### src/shared/pec_consts.svh
// Constants of the partition error capture block: offsets, fields, codes.
// Assumes a 32-bit register bus with byte addresses and 12 address bits.
`ifndef PEC_CONSTS_SVH
`define PEC_CONSTS_SVH

// ----------------------------------------------------------------------
// Register byte offsets
// ----------------------------------------------------------------------
`define PEC_OFS_FEATURE   12'h000
`define PEC_OFS_ECR       12'h0F0
`define PEC_OFS_ESR       12'h0F8
`define PEC_OFS_ESR_HI    12'h0FC

// ----------------------------------------------------------------------
// Field positions
// ----------------------------------------------------------------------
`define PEC_ESR_OVR_BIT   31
`define PEC_ESR_CAUSE_HI  27
`define PEC_ESR_CAUSE_LO  24
`define PEC_ESR_PMG_HI    23
`define PEC_ESR_PMG_LO    16
`define PEC_ESR_PID_HI    15
`define PEC_ESR_PID_LO    0
`define PEC_ESR_RIS_HI    3
`define PEC_ESR_RIS_LO    0
`define PEC_ECR_EN_BIT    0
`define PEC_FEAT_NRW_BIT  0
`define PEC_FEAT_EXT_BIT  1
`define PEC_FEAT_RIS_BIT  2
`define PEC_PROT_NS_BIT   1

// ----------------------------------------------------------------------
// Cause codes
// ----------------------------------------------------------------------
`define PEC_C_NONE        4'h0
`define PEC_C_SEL_RANGE   4'h1
`define PEC_C_REQ_PID     4'h2
`define PEC_C_MONCFG_ID   4'h3
`define PEC_C_REQ_PMG     4'h4
`define PEC_C_MON_RANGE   4'h5
`define PEC_C_NRW_RANGE   4'h6
`define PEC_C_UNEXP_NRW   4'h7
`define PEC_C_RIS_PART    4'h8
`define PEC_C_RIS_NOCTL   4'h9
`define PEC_C_RIS_MON     4'hA
`define PEC_C_RIS_NOMON   4'hB

// ----------------------------------------------------------------------
// Reset values and bus answers
// ----------------------------------------------------------------------
`define PEC_RST_PID       16'h0000
`define PEC_RST_PMG       8'h00
`define PEC_RST_RIS       4'h0
`define PEC_RST_WORD      32'h0000_0000
`define PEC_RESP_OKAY     2'h0
`define PEC_RESP_SLVERR   2'h2

`endif

### src/shared/pec_pkg.sv
// Types shared by the partition error capture block and its bench.
// Assumes the constants header is compiled alongside.
package pec_pkg;

   typedef logic [15:0] pec_id_t;
   typedef logic [7:0]  pec_pmg_t;
   typedef logic [3:0]  pec_ris_t;
   typedef logic [3:0]  pec_cause_t;

   // Kind of register access that the configuration front end reports.
   typedef enum logic [2:0] {
      PEC_TGT_PART_SEL = 3'b000,
      PEC_TGT_CFG      = 3'b001,
      PEC_TGT_NRW_MAP  = 3'b010,
      PEC_TGT_MON_CFG  = 3'b011,
      PEC_TGT_MON_REG  = 3'b100
   } pec_target_e;

   typedef struct packed {
      pec_cause_t cause;
      pec_pmg_t   perf_monitor_group;
      pec_id_t    pid;
      pec_ris_t   resource_instance_sel;
   } pec_synd_s;

endpackage

### src/hw/pec_error_capture.sv
// Error detection, classification and status capture for a resource
// partitioning component, with secure and non-secure status instances.
// Assumes a configuration front end that reports each register access as
// a one-cycle strobe, a request stream, and an AXI4-Lite master.
//
// Our own choices: the AXI4-Lite slave port and the register offsets.
`timescale 1ns/10ps
`include "pec_consts.svh"

module pec_error_capture #(
   parameter bit               NRW_PRESENT   = 1'b1,
   parameter bit               EXT_PRESENT   = 1'b1,
   parameter bit               RIS_PRESENT   = 1'b1,
   parameter logic [15:0]      RIS_IMPL_MASK = 16'h0003,
   parameter pec_pkg::pec_id_t PID_MAX_S     = 16'h003F,
   parameter pec_pkg::pec_id_t PID_MAX_NS    = 16'h003F,
   parameter pec_pkg::pec_id_t NRW_MAX_S     = 16'h000F,
   parameter pec_pkg::pec_id_t NRW_MAX_NS    = 16'h000F,
   parameter pec_pkg::pec_pmg_t PMG_MAX_S    = 8'h03,
   parameter pec_pkg::pec_pmg_t PMG_MAX_NS   = 8'h03,
   parameter pec_pkg::pec_id_t MON_MAX       = 16'h0007,
   parameter pec_pkg::pec_id_t PID_DEFAULT   = 16'h0000,
   parameter pec_pkg::pec_pmg_t PMG_DEFAULT  = 8'h00
) (
   input  wire logic                 ref_clk,
   input  wire logic                 rst,
   input  wire logic                 ce,
   // Register bus.
   input  wire logic [11:0]          s_axi_awaddr,
   input  wire logic [2:0]           s_axi_awprot,
   input  wire logic                 s_axi_awvalid,
   output logic                      s_axi_awready,
   input  wire logic [31:0]          s_axi_wdata,
   input  wire logic [3:0]           s_axi_wstrb,
   input  wire logic                 s_axi_wvalid,
   output logic                      s_axi_wready,
   output logic [1:0]                s_axi_bresp,
   output logic                      s_axi_bvalid,
   input  wire logic                 s_axi_bready,
   input  wire logic [11:0]          s_axi_araddr,
   input  wire logic [2:0]           s_axi_arprot,
   input  wire logic                 s_axi_arvalid,
   output logic                      s_axi_arready,
   output logic [31:0]               s_axi_rdata,
   output logic [1:0]                s_axi_rresp,
   output logic                      s_axi_rvalid,
   input  wire logic                 s_axi_rready,
   // Configuration access report.
   input  wire logic                 cfg_valid,
   input  wire logic                 cfg_write,
   input  wire logic                 cfg_ns,
   input  wire pec_pkg::pec_target_e cfg_target,
   input  wire pec_pkg::pec_id_t     cfg_selected_partition,
   input  wire logic                 cfg_sel_narrowed,
   input  wire pec_pkg::pec_ris_t    cfg_ris,
   input  wire logic                 cfg_ris_has_func,
   input  wire pec_pkg::pec_id_t     cfg_narrowed_partition,
   input  wire logic                 cfg_map_narrowed,
   input  wire pec_pkg::pec_id_t     cfg_monitor_index,
   input  wire pec_pkg::pec_id_t     cfg_mon_partition,
   input  wire pec_pkg::pec_pmg_t    cfg_mon_group,
   output logic                      cfg_reject,
   // Request stream.
   input  wire logic                 req_valid,
   input  wire logic                 req_ns,
   input  wire pec_pkg::pec_id_t     req_partition_id,
   input  wire pec_pkg::pec_pmg_t    req_perf_monitor_group,
   output logic                      out_valid,
   output logic                      out_ns,
   output pec_pkg::pec_id_t          out_partition_id,
   output pec_pkg::pec_pmg_t         out_perf_monitor_group,
   output logic                      out_mon_exclude,
   // Error interrupts.
   output logic                      irq_secure,
   output logic                      irq_nonsecure
);
   import pec_pkg::*;

   // ----------------------------------------------------------------------
   // Elaboration checks
   // ----------------------------------------------------------------------
   if (RIS_PRESENT && RIS_IMPL_MASK == 16'h0000) begin : g_chk_ris
      $error("Instance selection present but no instance implemented.");
   end
   if (NRW_MAX_S > PID_MAX_S || NRW_MAX_NS > PID_MAX_NS) begin : g_chk_nrw
      $error("Narrowed space cannot exceed the partition space.");
   end

   function automatic logic pec_over(input pec_id_t v, input pec_id_t lim);
      return v > lim;
   endfunction

   function automatic logic pec_ris_bad(input pec_ris_t r);
      return RIS_PRESENT && !RIS_IMPL_MASK[r];
   endfunction

   // ----------------------------------------------------------------------
   // Configuration access classification
   // ----------------------------------------------------------------------
   pec_synd_s c_syn;
   pec_id_t   c_pid_max;
   pec_id_t   c_nrw_max;
   pec_pmg_t  c_pmg_max;
   pec_ris_t  c_ris_opt;
   pec_id_t   c_sel_max;

   always_comb begin
      c_syn     = '{`PEC_C_NONE, `PEC_RST_PMG, `PEC_RST_PID, `PEC_RST_RIS};
      c_pid_max = cfg_ns ? PID_MAX_NS : PID_MAX_S;
      c_nrw_max = cfg_ns ? NRW_MAX_NS : NRW_MAX_S;
      c_pmg_max = cfg_ns ? PMG_MAX_NS : PMG_MAX_S;
      c_sel_max = (NRW_PRESENT && cfg_sel_narrowed) ? c_nrw_max : c_pid_max;
      c_ris_opt = (EXT_PRESENT && RIS_PRESENT) ? cfg_ris : `PEC_RST_RIS;
      if (cfg_valid) begin
         unique case (cfg_target)
            PEC_TGT_PART_SEL: begin
               if (cfg_write && pec_over(cfg_selected_partition, c_sel_max))
               begin
                  c_syn = '{`PEC_C_SEL_RANGE, `PEC_RST_PMG,
                            cfg_selected_partition, c_ris_opt};
               end
            end
            PEC_TGT_CFG, PEC_TGT_NRW_MAP: begin
               if (pec_ris_bad(cfg_ris)) begin
                  c_syn = '{`PEC_C_RIS_PART, `PEC_RST_PMG,
                            cfg_selected_partition, cfg_ris};
               end else if (!cfg_ris_has_func) begin
                  c_syn = '{`PEC_C_RIS_NOCTL, `PEC_RST_PMG,
                            cfg_selected_partition, cfg_ris};
               end else if (NRW_PRESENT && cfg_target == PEC_TGT_NRW_MAP
                            && cfg_sel_narrowed) begin
                  c_syn = '{`PEC_C_UNEXP_NRW, `PEC_RST_PMG,
                            cfg_selected_partition, `PEC_RST_RIS};
               end else if (NRW_PRESENT && cfg_target == PEC_TGT_CFG
                            && !cfg_sel_narrowed) begin
                  c_syn = '{`PEC_C_NRW_RANGE, `PEC_RST_PMG,
                            cfg_selected_partition, `PEC_RST_RIS};
               end else if (NRW_PRESENT && cfg_target == PEC_TGT_NRW_MAP
                            && cfg_write && (!cfg_map_narrowed ||
                            pec_over(cfg_narrowed_partition, c_nrw_max)))
               begin
                  c_syn = '{`PEC_C_NRW_RANGE, `PEC_RST_PMG,
                            cfg_narrowed_partition,
                            `PEC_RST_RIS};
               end else if (cfg_write &&
                            pec_over(cfg_selected_partition, c_sel_max))
               begin
                  c_syn = '{`PEC_C_SEL_RANGE, `PEC_RST_PMG,
                            cfg_selected_partition, c_ris_opt};
               end
            end
            PEC_TGT_MON_CFG: begin
               if (pec_ris_bad(cfg_ris)) begin
                  c_syn = '{`PEC_C_RIS_MON, `PEC_RST_PMG,
                            cfg_monitor_index, cfg_ris};
               end else if (cfg_write && pec_over(cfg_monitor_index, MON_MAX))
               begin
                  c_syn = '{`PEC_C_MON_RANGE, `PEC_RST_PMG,
                            cfg_monitor_index, c_ris_opt};
               end else if (cfg_write &&
                            (pec_over(cfg_mon_partition, c_pid_max) ||
                             cfg_mon_group > c_pmg_max)) begin
                  c_syn = '{`PEC_C_MONCFG_ID, cfg_mon_group,
                            cfg_mon_partition, c_ris_opt};
               end
            end
            PEC_TGT_MON_REG: begin
               if (pec_ris_bad(cfg_ris)) begin
                  c_syn = '{`PEC_C_RIS_MON, `PEC_RST_PMG,
                            cfg_monitor_index, cfg_ris};
               end else if (!cfg_ris_has_func) begin
                  c_syn = '{`PEC_C_RIS_NOMON, `PEC_RST_PMG,
                            cfg_monitor_index, cfg_ris};
               end else if (cfg_write && pec_over(cfg_monitor_index, MON_MAX))
               begin
                  c_syn = '{`PEC_C_MON_RANGE, `PEC_RST_PMG,
                            cfg_monitor_index, c_ris_opt};
               end
            end
            default: c_syn.cause = `PEC_C_NONE;
         endcase
      end
   end

   // ----------------------------------------------------------------------
   // Request checking and remapping
   // ----------------------------------------------------------------------
   pec_synd_s r_syn;
   logic      r_pid_bad;
   logic      r_pmg_bad;
   logic      out_valid_nxt;
   logic      out_ns_nxt;
   pec_id_t   out_pid_nxt;
   pec_pmg_t  out_pmg_nxt;
   logic      out_excl_nxt;
   logic      cfg_reject_nxt;

   always_comb begin
      r_pid_bad = pec_over(req_partition_id, req_ns ? PID_MAX_NS : PID_MAX_S);
      r_pmg_bad = req_perf_monitor_group > (req_ns ? PMG_MAX_NS : PMG_MAX_S);
      r_syn     = '{`PEC_C_NONE, `PEC_RST_PMG, `PEC_RST_PID, `PEC_RST_RIS};
      if (req_valid && r_pid_bad) begin
         r_syn = '{`PEC_C_REQ_PID, req_perf_monitor_group,
                   req_partition_id, `PEC_RST_RIS};
      end else if (req_valid && r_pmg_bad) begin
         r_syn = '{`PEC_C_REQ_PMG, req_perf_monitor_group,
                   req_partition_id, `PEC_RST_RIS};
      end
      // Requests always pass; only their identifiers may change.
      out_valid_nxt  = req_valid;
      out_ns_nxt     = req_ns;
      out_pid_nxt    = r_pid_bad ? PID_DEFAULT : req_partition_id;
      out_pmg_nxt    = r_pmg_bad ? PMG_DEFAULT
                                 : req_perf_monitor_group;
      out_excl_nxt   = req_valid && r_pmg_bad;
      cfg_reject_nxt = c_syn.cause != `PEC_C_NONE;
   end

   always_ff @(posedge ref_clk or posedge rst) begin
      if (rst) begin
         out_valid              <= 1'b0;
         out_ns                 <= 1'b0;
         out_partition_id       <= `PEC_RST_PID;
         out_perf_monitor_group <= `PEC_RST_PMG;
         out_mon_exclude        <= 1'b0;
         cfg_reject             <= 1'b0;
      end else if (ce) begin
         out_valid              <= out_valid_nxt;
         out_ns                 <= out_ns_nxt;
         out_partition_id       <= out_pid_nxt;
         out_perf_monitor_group <= out_pmg_nxt;
         out_mon_exclude        <= out_excl_nxt;
         cfg_reject             <= cfg_reject_nxt;
      end
   end

   // ----------------------------------------------------------------------
   // Register bus slave
   // ----------------------------------------------------------------------
   logic [11:0] wa_r, wa_nxt;
   logic        wns_r, wns_nxt;
   logic        aw_have_r, aw_have_nxt;
   logic [31:0] wd_r, wd_nxt;
   logic [3:0]  ws_r, ws_nxt;
   logic        w_have_r, w_have_nxt;
   logic        awready_nxt, wready_nxt, bvalid_nxt;
   logic [1:0]  bresp_nxt, rresp_nxt;
   logic        arready_nxt, rvalid_nxt;
   logic [31:0] rdata_nxt;
   logic        wr_do;
   logic [31:0] esr_lo [2];
   logic [31:0] esr_hi [2];
   logic        ecr_en_r [2];
   logic        rd_ns;

   function automatic logic pec_mapped(input logic [11:0] a);
      return a == `PEC_OFS_FEATURE || a == `PEC_OFS_ECR ||
             a == `PEC_OFS_ESR || a == `PEC_OFS_ESR_HI;
   endfunction

   always_comb begin
      wa_nxt      = wa_r;
      wns_nxt     = wns_r;
      aw_have_nxt = aw_have_r;
      wd_nxt      = wd_r;
      ws_nxt      = ws_r;
      w_have_nxt  = w_have_r;
      bvalid_nxt  = s_axi_bvalid;
      bresp_nxt   = s_axi_bresp;
      wr_do       = 1'b0;
      if (s_axi_bvalid && s_axi_bready) begin
         bvalid_nxt = 1'b0;
      end
      if (s_axi_awvalid && s_axi_awready) begin
         wa_nxt      = s_axi_awaddr;
         wns_nxt     = s_axi_awprot[`PEC_PROT_NS_BIT];
         aw_have_nxt = 1'b1;
      end
      if (s_axi_wvalid && s_axi_wready) begin
         wd_nxt     = s_axi_wdata;
         ws_nxt     = s_axi_wstrb;
         w_have_nxt = 1'b1;
      end
      if (aw_have_r && w_have_r && !s_axi_bvalid) begin
         wr_do       = 1'b1;
         aw_have_nxt = 1'b0;
         w_have_nxt  = 1'b0;
         bvalid_nxt  = 1'b1;
         bresp_nxt   = pec_mapped(wa_r) ? `PEC_RESP_OKAY : `PEC_RESP_SLVERR;
      end
      awready_nxt = !aw_have_nxt && !bvalid_nxt;
      wready_nxt  = !w_have_nxt && !bvalid_nxt;

      rvalid_nxt = s_axi_rvalid;
      rdata_nxt  = s_axi_rdata;
      rresp_nxt  = s_axi_rresp;
      rd_ns      = s_axi_arprot[`PEC_PROT_NS_BIT];
      if (s_axi_rvalid && s_axi_rready) begin
         rvalid_nxt = 1'b0;
      end
      if (s_axi_arvalid && s_axi_arready) begin
         rvalid_nxt = 1'b1;
         rresp_nxt  = pec_mapped(s_axi_araddr) ? `PEC_RESP_OKAY
                                               : `PEC_RESP_SLVERR;
         rdata_nxt  = `PEC_RST_WORD;
         unique case (s_axi_araddr)
            `PEC_OFS_FEATURE: begin
               rdata_nxt[`PEC_FEAT_NRW_BIT] = NRW_PRESENT;
               rdata_nxt[`PEC_FEAT_EXT_BIT] = EXT_PRESENT;
               rdata_nxt[`PEC_FEAT_RIS_BIT] = RIS_PRESENT;
            end
            `PEC_OFS_ECR:    rdata_nxt[`PEC_ECR_EN_BIT] = ecr_en_r[rd_ns];
            `PEC_OFS_ESR:    rdata_nxt = esr_lo[rd_ns];
            `PEC_OFS_ESR_HI: rdata_nxt = esr_hi[rd_ns];
            default:         rdata_nxt = `PEC_RST_WORD;
         endcase
      end
      arready_nxt = !rvalid_nxt;
   end

   always_ff @(posedge ref_clk or posedge rst) begin
      if (rst) begin
         wa_r          <= `PEC_OFS_FEATURE;
         wns_r         <= 1'b0;
         aw_have_r     <= 1'b0;
         wd_r          <= `PEC_RST_WORD;
         ws_r          <= 4'h0;
         w_have_r      <= 1'b0;
         s_axi_awready <= 1'b0;
         s_axi_wready  <= 1'b0;
         s_axi_bvalid  <= 1'b0;
         s_axi_bresp   <= `PEC_RESP_OKAY;
         s_axi_arready <= 1'b0;
         s_axi_rvalid  <= 1'b0;
         s_axi_rdata   <= `PEC_RST_WORD;
         s_axi_rresp   <= `PEC_RESP_OKAY;
      end else if (ce) begin
         wa_r          <= wa_nxt;
         wns_r         <= wns_nxt;
         aw_have_r     <= aw_have_nxt;
         wd_r          <= wd_nxt;
         ws_r          <= ws_nxt;
         w_have_r      <= w_have_nxt;
         s_axi_awready <= awready_nxt;
         s_axi_wready  <= wready_nxt;
         s_axi_bvalid  <= bvalid_nxt;
         s_axi_bresp   <= bresp_nxt;
         s_axi_arready <= arready_nxt;
         s_axi_rvalid  <= rvalid_nxt;
         s_axi_rdata   <= rdata_nxt;
         s_axi_rresp   <= rresp_nxt;
      end
   end

   // ----------------------------------------------------------------------
   // Status and control instances, index 0 secure and 1 non-secure
   // ----------------------------------------------------------------------
   logic irq_r [2];

   for (genvar gi = 0; gi < 2; gi++) begin : g_inst
      logic       c_hit, r_hit, ev;
      pec_synd_s  ev_syn;
      logic [31:0] lo_r, lo_nxt, sw_lo;
      pec_ris_t   ris_r, ris_nxt;
      logic       en_nxt, irq_nxt;

      always_comb begin
         c_hit  = c_syn.cause != `PEC_C_NONE && cfg_ns == gi[0];
         r_hit  = r_syn.cause != `PEC_C_NONE && req_ns == gi[0];
         ev     = c_hit || r_hit;
         ev_syn = r_hit ? r_syn : c_syn;
         sw_lo  = lo_r;
         for (int b = 0; b < 4; b++) begin
            if (ws_r[b]) begin
               sw_lo[b*8 +: 8] = wd_r[b*8 +: 8];
            end
         end
         lo_nxt  = lo_r;
         ris_nxt = ris_r;
         en_nxt  = ecr_en_r[gi];
         if (wr_do && wns_r == gi[0]) begin
            if (wa_r == `PEC_OFS_ESR) begin
               lo_nxt = sw_lo;
            end
            if (wa_r == `PEC_OFS_ESR_HI && ws_r[0]) begin
               ris_nxt = wd_r[`PEC_ESR_RIS_HI:`PEC_ESR_RIS_LO];
            end
            if (wa_r == `PEC_OFS_ECR && ws_r[0]) begin
               en_nxt = wd_r[`PEC_ECR_EN_BIT];
            end
         end
         // A fresh error takes precedence over a software write to the status words; an ECR write still lands.
         if (ev) begin
            lo_nxt = `PEC_RST_WORD;
            lo_nxt[`PEC_ESR_CAUSE_HI:`PEC_ESR_CAUSE_LO] = ev_syn.cause;
            lo_nxt[`PEC_ESR_PMG_HI:`PEC_ESR_PMG_LO] = ev_syn.perf_monitor_group;
            lo_nxt[`PEC_ESR_PID_HI:`PEC_ESR_PID_LO] = ev_syn.pid;
            lo_nxt[`PEC_ESR_OVR_BIT] =
               (lo_r[`PEC_ESR_CAUSE_HI:`PEC_ESR_CAUSE_LO] != `PEC_C_NONE)
               || (c_hit && r_hit);
            ris_nxt = ev_syn.resource_instance_sel;
         end
         irq_nxt = en_nxt && lo_nxt[`PEC_ESR_CAUSE_HI:`PEC_ESR_CAUSE_LO]
                   != `PEC_C_NONE;
      end

      always_ff @(posedge ref_clk or posedge rst) begin
         if (rst) begin
            lo_r         <= `PEC_RST_WORD;
            ris_r        <= `PEC_RST_RIS;
            ecr_en_r[gi] <= 1'b0;
            irq_r[gi]    <= 1'b0;
         end else if (ce) begin
            lo_r         <= lo_nxt;
            ris_r        <= ris_nxt;
            ecr_en_r[gi] <= en_nxt;
            irq_r[gi]    <= irq_nxt;
         end
      end

      always_comb begin
         esr_lo[gi] = lo_r;
         esr_hi[gi] = {28'h0000000, ris_r};
      end
   end

   always_comb begin
      irq_secure    = irq_r[0];
      irq_nonsecure = irq_r[1];
   end

endmodule

### config.mk
export PLATFORM = sky130hd
export DESIGN_NAME = pec_error_capture
export DESIGN_NICKNAME = d
export VERILOG_FILES = /design/src/shared/pec_pkg.sv /design/src/hw/pec_error_capture.sv
export VERILOG_INCLUDE_DIRS = /design/src /design/src/shared
export SDC_FILE = /design/constraint.sdc
export NUM_CORES = 1
export LEC_CHECK = 0
export BUFFER_PORTS_ARGS = -buffer_cell sky130_fd_sc_hd__buf_2
export CAP_MARGIN = 40
export CORE_AREA = 5 5 130 255
export DETAILED_ROUTE_END_ITERATION = 16
export DIE_AREA = 0 0 135 260
export GPL_ROUTABILITY_DRIVEN = 0
export SLEW_MARGIN = 10
export SYNTH_ARGS = -nofsm -noshare
export SYNTH_HDL_FRONTEND = slang
export SYNTH_SLANG_ARGS = --single-unit
### constraint.sdc
create_clock -name ref_clk -period 6.3 [get_ports ref_clk]
set_clock_uncertainty 0.2 [all_clocks]
set_input_delay 1.26 -clock ref_clk [delete_from_list [all_inputs] [get_ports ref_clk]]
set_output_delay 1.26 -clock ref_clk [all_outputs]
set_load 0.01 [all_outputs]
==> results.md <==
- Sequential cells account for just under 50% of the total power.
- Dividing the synthesized area by the synthesized cell count gives approximately 10 um^2.
- The synthesized netlist cell count is 1065.
- The first global-routing pass estimated 58.5 mm of wire.
- Of the available clock period, the critical path in the final layout requires 70.4%.
- The H-tree depth is 4.
- For the finished layout, the period the worst path requires is about 4400 ps.
- The pin count of the biggest net entering global routing is 170.
- The number of enable flip-flop cells after synthesis is 0.
- The type of the worst setup path is in -> reg.
- The internal portion of total power is 2.46 mW.
- In this run the static leakage power is approximately 5.8 nW.
- The detailed-route via count is between 9000 and 10000.
- The number of global-route vias before repair is around 10000.
- The post-route cell area is approximately 13000 um^2.
- The area inside the core boundary is approximately 31000 um^2.
- met2 is the most crowded layer.
- In the global route stage, overall resource usage came out at 21.6%.
- The count of distinct cell types in the synthesized netlist is 70.
- The number of failing hold endpoints at the final stage is 0.
- The fraction of registers with async set/reset is 100%.
- The number of nets still failing antenna checks after routing is 0.
- After detailed routing, the number of remaining DRC violations is 0.
- In the routed layout, each cell is associated on average with a via count of 5.74.
- The worst setup timing slack at the placement stage is approximately 1500 ps.
- The placed instance area is 12300 um^2.
- The mapped cell area is 10600 um^2.
- By area the synthesized netlist is led by sky130_fd_sc_hd__dfrtp_1 46%, sky130_fd_sc_hd__mux2_2 6.1%, sky130_fd_sc_hd__mux2i_1 5.2%.
- Of all nets on the critical path, the largest fanout is 41.
- The total overflow left after global routing is 0.
- The flow ran to the end, and the final reports show no timing, DRC or antenna violations.
- For this design the ratio of total power to cell area is approximately 280 nW/um^2.
- The number of I/O port buffers is 249.
- The starting density of the core is approximately 34%.
- The required time of the worst setup path is ~6500 ps.
- The final worst slack is around 1900 ps.
- The setup TNS after final layout is 0 ps.
- The number of core rows is 91.
- The worst hold path was traced through 2 stages.
- The post-CTS setup repair buffer count is 0.
- The die is between 200 and 300 um tall.
- For the worst flop-to-flop path, the logic depth is 8.
- Relative to the synthesized area, the layout overhead comes to 21.9%.
- For the worst setup path, the data arrival time is around 4600 ps.
- The peak supply drop is 0.192 mV.
- The total of warnings raised by yosys is 0.
- Of all cell types, the one taking the most synthesized area is sky130_fd_sc_hd__dfrtp_1.
- The sequential fraction of the synthesis area is ~46%.
- Ranked by instance count, the synthesized netlist is headed by 194 x sky130_fd_sc_hd__dfrtp_1, 112 x sky130_fd_sc_hd__nand2_1, 57 x sky130_fd_sc_hd__clkbuf_1, 57 x sky130_fd_sc_hd__mux2_2, 55 x sky130_fd_sc_hd__mux2i_1.
- Across the run, the number of max-cap violations was 0.
- The number of optimization iterations in the first detailed-route pass is 5.
- The final layout contains routed wiring with a total length of between 30 and 40 mm.
- The clock latency reported for the late side of the worst-skew pair is between 400 and 500 ps.
- The proportion of total power due to net switching is between 30% and 40%.
- Hold timing on the final database bottoms out at a slack of 271 ps.
- Combinational cells account for 21.8% of the total power.
- Derived from the worst setup path, the maximum achievable clock frequency is 0.225 GHz.
- The number of buffers on the longest clock path is 2.
- The root buffer cell chosen for the clock tree is sky130_fd_sc_hd__clkbuf_16.
- The routed wire length per instance is ~22 um.
- The cell with the most instances after synthesis is sky130_fd_sc_hd__dfrtp_1.
- The met1 track demand over resource is about a quarter.
- In the global route stage, met2 resource usage came out at about 39%.
- The share of cells above drive strength 1 is 30.1%.
- Measured against its own limit, the worst slew margin works out to a little over a third.
- The floorplan step defined a die boundary enclosing around 35000 um^2.
- The post-cts gate resize count is 0.
- In this run the biggest area consumer among cell types represents approximately 46% of the synthesized area.
- In this run the horizontal extent of the chip is about 140 um.
- The first routing iteration left between 600 and 700 violations.
- The sink count of the clock tree is roughly 190.
- Buffers inserted to repair hold after CTS numbered 0.
- The number of max-slew violations in the final report was 0.
- Detailed placement finished with a half-perimeter wire length of 29.7 mm.
- The worst min-delay path class is reg -> reg.
- The design draws around 3.6 mW.
- Global routing used 4.20% of the available met3 tracks.
- During I/O placement, the number of pins put on the boundary was 256.
- The final count of negative-setup-slack endpoints is 0.
- The part of the total power dissipated in the clock network is between 20% and 30%.
- The pin slew with the least headroom to its limit is a little under 1000 ps.
- The analysis attributes to net switching a power of roughly 1.2 mW.
- Setup repair after global routing left no endpoint under its margin.
- The most used flip-flop cell after synthesis is sky130_fd_sc_hd__dfrtp_1.
- The CTS buffer count is 17.
- The final layout contains between 1000 and 1500 nets.
- The number of antenna violations at the first check in global routing is 9.
- STA classifies the critical path endpoint as a flip-flop.
- TritonCTS built the clock tree.
- STA classifies the critical path startpoint as a primary input.
- The flip-flop and latch count after synthesis is 194.
- After clock tree synthesis, the clock-pin slew on the worst setup and hold paths is approximately 80 ps.
final timing paths:
| check | from | to | slack, ps |
|---|---|---|---|
| min in group asynchronous | rst | s_axi_rdata[8]$_DFFE_PP0P_ | 680 |
| worst max-delay path | cfg_ris[3] | g_inst[1].lo_r[16]$_DFFE_PP0P_ | 1860 |
| worst min register to register | s_axi_rdata[4]$_DFFE_PP0P_ | s_axi_rdata[4]$_DFFE_PP0P_ | 270 |
| worst max register to register | wa_r[1]$_DFFE_PP0P_ | irq_nonsecure$_DFFE_PP0P_ | 3030 |
| max in group asynchronous | rst | out_partition_id[15]$_DFFE_PP0P_ | 3890 |
| worst min-delay path | s_axi_rdata[4]$_DFFE_PP0P_ | s_axi_rdata[4]$_DFFE_PP0P_ | 270 |
state kept, by name (all words and copies together), names as in the netlist, 2 cells and up:
name,cells
ecr_en_r,2
wd_r,32
wa_r,12
s_axi_rdata,32
g_inst.lo_r,64
g_inst.ris_r,8
out_partition_id,16
ws_r,4
out_perf_monitor_group,8
critical path: stages:
cell and delay [ps]:
sky130_fd_sc_hd__buf_2 120, sky130_fd_sc_hd__nor3_1 590, sky130_fd_sc_hd__nand2_1 210, sky130_fd_sc_hd__or3_1 460, sky130_fd_sc_hd__o2111ai_2 180, sky130_fd_sc_hd__a211o_2 210, sky130_fd_sc_hd__buf_4 400, sky130_fd_sc_hd__a21oi_1 210
sky130_fd_sc_hd__a21oi_1 660, sky130_fd_sc_hd__o221a_2 320
cell type report:
class                      count  area [um^2]
sequential                   194         4850
tap                          418          523
timing repair buffer         277         1490
multi-input combinational    766         5370
clock inverter                13          125
inverter                      26          101
fill                        3077        17900
antenna                        8         20.0
clock buffer                  19          443
placed cells by master, fill, tap and decap left out, types with 11 or more instances in the layout:
cell type | synthesis | layout
sky130_fd_sc_hd__o21ai_0 | 29 | 28
sky130_fd_sc_hd__a21oi_1 | 25 | 25
sky130_fd_sc_hd__o2bb2ai_1 | 16 | 16
sky130_fd_sc_hd__nor2_1 | 40 | 39
sky130_fd_sc_hd__nor3_1 | 15 | 14
sky130_fd_sc_hd__buf_2 | 11 | 249
sky130_fd_sc_hd__a22o_1 | 23 | 23
sky130_fd_sc_hd__inv_1 | 26 | 25
sky130_fd_sc_hd__a221o_1 | 28 | 28
sky130_fd_sc_hd__nand3_1 | 50 | 48
sky130_fd_sc_hd__nor4_1 | 21 | 20
sky130_fd_sc_hd__buf_4 | 2 | 24
sky130_fd_sc_hd__a211oi_1 | 28 | 28
sky130_fd_sc_hd__and2_1 | 15 | 15
sky130_fd_sc_hd__clkbuf_16 | 0 | 17
sky130_fd_sc_hd__nor2b_1 | 21 | 21
sky130_fd_sc_hd__nand2_1 | 112 | 112
sky130_fd_sc_hd__a31oi_1 | 19 | 19
sky130_fd_sc_hd__a22oi_1 | 11 | 11
sky130_fd_sc_hd__o211ai_1 | 37 | 37
sky130_fd_sc_hd__dfrtp_1 | 194 | 194
sky130_fd_sc_hd__nand4_1 | 19 | 19
sky130_fd_sc_hd__a21o_1 | 14 | 14
sky130_fd_sc_hd__mux2_2 | 57 | 57
sky130_fd_sc_hd__mux2i_1 | 55 | 55
sky130_fd_sc_hd__o31ai_1 | 34 | 34
logic make-up after synthesis:
| group | synth area share [%] |
|---|---|
| compound gates | 22.7 |
| xor+xnor | 0.165 |
| fa+ha+maj | 0.236 |
| buf+inv | 3.95 |
| flops | 45.8 |
| mux | 11.5 |
| other cells | 0.0354 |
| simple gates | 15.7 |
power by group through the flow:
stage / combinational (mW) / clock (mW) / sequential [mW]
6_report: 0.794 / 1.08 / 1.76
5_1_grt: 0.872 / 1.15 / 1.80
4_1_cts: 0.801 / 1.10 / 1.76
3_5_place_dp: 0.798 / 0 / 1.78
3_3_place_gp: 0.775 / 0 / 1.77
2_1_floorplan: 0.559 / 0 / 1.68
through the flow:
stage / util, % / std cells
2_1_floorplan: - / 1066
3_3_place_gp: 39.8 / 1676
3_5_place_dp: 40.0 / 1681
4_1_cts: 41.8 / 1713
5_1_grt: 41.9 / 1720
6_report: 41.9 / 1721
layer usage:
metal / vias to the layer above / wire length (um)
met1: 4849 / 14100
met3: 97 / 2260
met5: - / 23
met4: 4 / 1740
met2: 419 / 20300
li1: 4506 / -
Note: power is estimated with default switching activity, not from simulation.
